<file path="src/logic/test_irq_pkg.sv">
// Register map, field layout and reset values of the test and interrupt control registers.
package test_irq_pkg;

    // ------------------------------------------------------------
    // Register offsets on the microprocessor port
    // ------------------------------------------------------------
    localparam logic [7:0] ADDR_GLOBAL_GATE = 8'h06;
    localparam logic [7:0] ADDR_STATUS = 8'h07;
    localparam logic [7:0] ADDR_MASK = 8'h08;
    localparam logic [7:0] ADDR_TEST_COMMAND = 8'h09;

    // ------------------------------------------------------------
    // Status and mask bit positions
    // ------------------------------------------------------------
    localparam int BIT_FRAME_SYNC = 6;
    localparam int BIT_PATTERN_FOUND = 5;
    localparam int BIT_PATTERN_ERROR = 3;
    localparam int BIT_SELFTEST_DONE = 1;
    localparam int BIT_INSERT_DONE = 0;
    localparam int BIT_GLOBAL_GATE = 0;

    localparam logic [7:0] MASK_RESET = 8'h7F;
    localparam logic [7:0] MASK_RESERVED_ONES = 8'h14;
    localparam logic [7:0] MASK_WRITABLE = 8'h6B;
    localparam logic [7:0] STATUS_USED = 8'h6B;

    // ------------------------------------------------------------
    // Test command layout
    // ------------------------------------------------------------
    localparam int CMD_GEN_RUN = 7;
    localparam int CMD_CHK_RUN = 6;
    localparam int CMD_GEN_RATE_LSB = 4;
    localparam int CMD_CHK_RATE_LSB = 2;
    localparam logic [7:0] CMD_RESET = 8'h00;
    localparam logic [7:0] CMD_WRITABLE = 8'hFC;

    typedef enum logic [1:0] {
        RATE_2048K = 2'b00,
        RATE_4096K = 2'b01,
        RATE_8192K = 2'b10,
        RATE_IDLE = 2'b11
    } rate_type;

    // ------------------------------------------------------------
    // Checker lock
    // ------------------------------------------------------------
    localparam int LOCK_SLOTS = 32;
    localparam int LOCK_WIDTH = 6;

    typedef enum logic [1:0] {
        CHK_OFF = 2'b00,
        CHK_HUNT = 2'b01,
        CHK_LOCKED = 2'b10
    } checker_state_type;

endpackage : test_irq_pkg

</file>
<file path="src/logic/pattern_lock_monitor.sv">
// Checker lock tracking: hunts for error-free slots and reports lock and later errors.
`timescale 1ns/100ps
`default_nettype none
module pattern_lock_monitor (
    input wire logic clk,
    input wire logic rst,
    input wire logic enable,
    input wire logic slotValid,
    input wire logic slotError,
    output logic foundPulse,
    output logic errorPulse,
    output logic locked
);

    test_irq_pkg::checker_state_type state;
    logic [test_irq_pkg::LOCK_WIDTH-1:0] goodCount;

    // ------------------------------------------------------------
    // Lock state machine
    // ------------------------------------------------------------
    // An error while hunting restarts the run; lock needs an unbroken run.
    always_ff @(posedge clk) begin
        if (rst || !enable) begin
            state <= test_irq_pkg::CHK_OFF;
            goodCount <= '0;
        end else begin
            case (state)
                test_irq_pkg::CHK_OFF: begin
                    state <= test_irq_pkg::CHK_HUNT;
                    goodCount <= '0;
                end
                test_irq_pkg::CHK_HUNT: begin
                    if (slotValid && slotError) begin
                        goodCount <= '0;
                    end else if (slotValid) begin
                        if (goodCount == test_irq_pkg::LOCK_WIDTH'(test_irq_pkg::LOCK_SLOTS - 1)) begin
                            state <= test_irq_pkg::CHK_LOCKED;
                        end
                        goodCount <= goodCount + 1'b1;
                    end
                end
                test_irq_pkg::CHK_LOCKED: begin
                    state <= test_irq_pkg::CHK_LOCKED;
                end
                default: begin
                    state <= test_irq_pkg::CHK_OFF;
                end
            endcase
        end
    end

    always_ff @(posedge clk) begin
        if (rst) begin
            foundPulse <= 1'b0;
            errorPulse <= 1'b0;
        end else begin
            foundPulse <= enable && state == test_irq_pkg::CHK_HUNT && slotValid && !slotError
                && goodCount == test_irq_pkg::LOCK_WIDTH'(test_irq_pkg::LOCK_SLOTS - 1);
            errorPulse <= enable && state == test_irq_pkg::CHK_LOCKED && slotValid && slotError;
        end
    end

    assign locked = (state == test_irq_pkg::CHK_LOCKED);
endmodule : pattern_lock_monitor
`default_nettype wire

</file>
<file path="config.mk">
export PLATFORM = sky130hd
export DESIGN_NAME = pattern_lock_monitor
export DESIGN_NICKNAME = d
export VERILOG_FILES = /design/src/logic/test_irq_pkg.sv /design/src/logic/pattern_lock_monitor.sv
export SDC_FILE = /design/constraint.sdc
export NUM_CORES = 1
export LEC_CHECK = 0
export BUFFER_PORTS_ARGS = -buffer_cell sky130_fd_sc_hd__clkbuf_2
export CAP_MARGIN = 5
export CORE_AREA = 10 10 47 49
export CTS_BUF_LIST = sky130_fd_sc_hd__clkbuf_4
export CTS_CLUSTER_DIAMETER = 60
export DETAILED_ROUTE_END_ITERATION = 8
export DIE_AREA = 0 0 57 59
export GPL_TIMING_DRIVEN = 1
export HOLD_SLACK_MARGIN = 0.02
export SYNTH_ARGS = -nofsm -noshare
export SYNTH_HDL_FRONTEND = slang
export SYNTH_SLANG_ARGS = --single-unit
</file>
<file path="constraint.sdc">
create_clock -name clk -period 4.1 [get_ports clk]
set_clock_uncertainty 0.15 [all_clocks]
set_input_delay 0.41 -clock clk [delete_from_list [all_inputs] [get_ports clk]]
set_output_delay 0.41 -clock clk [all_outputs]
set_load 0.02 [all_outputs]
</file>
-- After elaboration in Yosys (flattened, before gate mapping)
Cells that the tools add are included.
- reductions and logical operators: 15
- equality and inequality tests: 7
- mux-type cells: 7
- add/sub/neg operators: 1
- operators with widths (cell ; number):
    6-bit 2-to-1 mux ; 2
    6-bit case mux with 2 select lines ; 1
    1-bit logical AND ; 8
    6-bit by 1-bit adder with 6-bit output, second input constant ; 1
    6-bit by 5-bit equality test with 1-bit output, second input constant ; 1
    2-bit 2-to-1 mux ; 3
    2-bit case mux with 3 select lines ; 1
    2-bit inequality test, second input constant ; 2
    3-bit inequality test, second input constant ; 1
    3-bit AND reduction ; 1
    2-bit by 1-bit equality test with 1-bit output, second input constant ; 1
    2-bit equality test, second input constant ; 1
    1-bit logical NOT ; 2
    2-bit logical NOT ; 1
    2-bit by 1-bit inequality test with 1-bit output, second input constant ; 1
    2-bit AND reduction ; 1
    2-bit nonzero test ; 1
    1-bit logical OR ; 1
- output and inout port bits: 3
- flip-flop bits (word level): 10

-- Depth between registers and ports, before layout
- depth after elaboration: 5
- mapped depth: 5
- gate-level depth less buffers: 5

-- Worst setup path before layout
No wires, ideal clock.
- path type: register -> register
- from: reg state[1]
- to: reg goodCount[5] (netlist bit)
- path buffers: 0
- data required time: 3.880 ns
- slack: 2.441 ns
- stages on the path, launching flop included: 6
- arrival: 1.439 ns
- cell sequence: dfxtp_1 -> inv_1 -> ha_1 -> mux2i_2 -> or4_1 -> a21oi_1
- longest elaborated chain between the ends: 3
- elaborated cells between the ends (all ways): 6
- classes of those cells: eq/ne (2); mux (1); reduce/logical (3)
- ends and longest elaborated chain (element ; line ; source):
    start, declared ; pattern_lock_monitor.sv:15 ; test_irq_pkg::checker_state_type state;
    start signal, assigned ; pattern_lock_monitor.sv:24 ; state <= test_irq_pkg::CHK_OFF;
    start signal, assigned ; pattern_lock_monitor.sv:29 ; state <= test_irq_pkg::CHK_HUNT;
    start signal, assigned ; pattern_lock_monitor.sv:37 ; state <= test_irq_pkg::CHK_LOCKED;
    2-bit by 1-bit equality test with 1-bit output or 2-bit logical NOT (tied branches) ; pattern_lock_monitor.sv:27 ; case (state)
    3-bit inequality test (no source line) or 2-bit nonzero test (tied branches) ; n/a ;
    2-bit AND reduction (no source line) ; n/a ;
    end signal, assigned ; pattern_lock_monitor.sv:39 ; goodCount <= goodCount + 1'b1;
    end, declared ; pattern_lock_monitor.sv:16 ; logic [test_irq_pkg::LOCK_WIDTH-1:0] goodCount;
Parallel ways exist; a longest one is shown, timed or not.
A chain may end at the register's enable or synchronous reset.

-- Final worst setup path
Ends and elaborated chain as after synthesis.

==> flow_summary.yaml <==
outcome:
  status: "finished, final reports clean"
global_routing:
  grt_max_degree: 11
  use_met1_pct: 6.12
  top_usage_layer: "met2"
  track_usage_pct: 5.90
  use_met3_pct: 2.79
  grt_first_pass_wirelength_um: 1570
  overflow: 0
  grt_pass1_vias: 391
  antenna_found_initial: 0
  grt.met2_usage_pct: 9.30
route:
  dr.pass1.iters: 3
  drt_iter0_markers: 2
  viasPerCell: 5.10
  dr_total_vias: 413
  drt_drc_violations_left: 0
  wirelength_um: 908
  ant_nets: 0
  routedWlPerCell_um: 11.2
floorplan:
  die_h_um: 59
  io_pins: 8
  core-area_sq_um: 1400
  row_count: 14
  fp.dieW_um: 57
  dieArea_sq_um: 3360
  start_util_pct: 35.5
yosys:
  yosys.area.top_type_share_pct: 40.2
  syn-cell-area_sq_um: 498
  synth_nets: 64
  synth_common_cells: "dfxtp_1, nand2_1, a21oi_1"
  synth_most_common_cell: "dfxtp_1"
  avgSynthCellArea_sq_um: 9.05
  synth_cell_types: 21
  syn_inst: 55
  synth_warnings: 0
  synth.area.top_cells: "dfxtp_1, ha_1, mux2i_1"
  ys_seq_area_share_pct: 40.2
  synth_edf_count: 0
  synthArstFlopShare_pct: 0
  ys.flop_type: "dfxtp_1"
  synth_area_leader_cell: "dfxtp_1"
  synth-seq-cells: 10
worst_setup_path:
  cp-start-kind: "register"
  critPathMaxFanout: 10
  worstSetupPathType: "reg -> reg"
  arrival_ns: 1.80
  crit_path_end_kind: "register"
  required_ns: 4.15
timing:
  hold_viol_final: 0
  finalCriticalPeriod_ns: 1.75
  max_freq_mhz: 572
  finalSetupTns_ns: 0
  finalSetupViolCount: 0
  slew_viol_final: 0
  rsz0062_at_grt: "false"
  slew_headroom_pct: 70.8
  worst_pin_slew_ns: 0.430
  fin_crit_sh_pct: 42.7
power_and_ir_drop:
  powerDensity_nw_per_um2: 326
  ir_drop_uv: 153
  power_leakage_nw: 0.207
  p_total_mw: 0.188
cts:
  post-cts-setup-buffers: 0
  cts_inserted_buffers: 3
  root_buffer: "clkbuf_4"
  clk_latency_ns: 0.26
  cts_tree: "yes"
  cts.sinks: 10
  ctsResizeCount: 0
  postCtsHoldBufs: 0
  clockBufferDepth: 2
  clkTransAtPathRegs_ns: 0.06
  h-tree-depth: 1
finish:
  num-nets-final: 76
  drive_gt1_share_pct: 23.1
  area_growth_pct: 15.6
  final_util_pct: 41.1
  antenna_cells: 0
place:
  hpwl_um: 732
  portBuffers: 7
  gp_routability_congestion: 0.691
job:
  drv_cap: 0
worst_hold_path:
  hold_class: "in -> reg"
-- metrics by stage --
step	std cells	worst slack [ns]	instance area (sq um)	hold WS, ns
final	81	2.35	576	0.252
after global routing	81	2.23	576	0.247
after CTS	81	2.34	576	0.246
after detailed placement	78	2.37	553	0.325
after global placement	78	2.39	553	0.317
after floorplan	55	2.44	498	0.302
-- power breakdown --
| group | internal, mW | switching, mW |
|---|---|---|
| combinational | 0.00862 | 0.0125 |
| clock | 0.0339 | 0.0331 |
| sequential | 0.0985 | 0.000998 |
-- critical path, stage by stage (launching register included) --
cell	delay [ns]
dfxtp_1	0.34
inv_1	0.06
ha_1	0.23
mux2i_2	0.23
or4_1	0.52
a21oi_1	0.15
-- layout make-up --
cell class / instances / area (sq um)
flip-flops and latches: 10 / 200
clock buffers: 3 / 22.5
multi-input cells: 41 / 283
repair buffers: 7 / 35.0
inverters: 4 / 15.0
well taps: 16 / 20.0
fillers: 162 / 826
-- layer usage --
layer  vias to the layer above  share of wire [%]  routed length (um)
li1                        219                  -                   -
met1                       186                 48                 438
met2                         6                 45                 412
met3                         2                4.1                  37
met4                         0                2.1                  19
met5                         -                  0                   0
-- kinds of logic after synthesis --
group,Yosys count,share of synthesized area (%)
AO/OA/AOI/OAI,11,13.1
adder cells (fa/ha/maj),4,10.1
buffers and inverters,4,3.01
flip-flops,10,40.2
multiplexers,4,8.79
AND/OR/NAND/NOR,22,24.9
-- flip-flops by register name, summed over array words and instances (netlist names) --
signal      count
errorPulse      1
goodCount       6
state           2
foundPulse      1
-- final timing paths --
kind,startpoint,to,depth (start not counted),slack [ns]
worst max register to register,state[1],goodCount[5],5,2.35
worst max-delay path,state[1],goodCount[5],5,2.35
worst min-delay path,slotError,errorPulse,3,0.25
worst min register to register,state[1],state[1],2,0.33
-- cell usage in the layout, fill, tap and decap left out --
cell type,n
a211o_1,1
a21oi_1,5
a41oi_1,1
and3_2,1
clkbuf_2,7
clkbuf_4,3
dfxtp_1,10
ha_1,4
inv_1,4
mux2i_1,3
mux2i_2,1
nand2_1,7
nand2b_1,1
nand3_1,3
nor2_1,2
nor2b_1,1
nor4b_1,1
nor4bb_1,1
o21ai_0,3
o31ai_1,1
or3_1,1
or3_2,3
or4_1,1
Note: power is estimated with default switching activity, not from simulation.
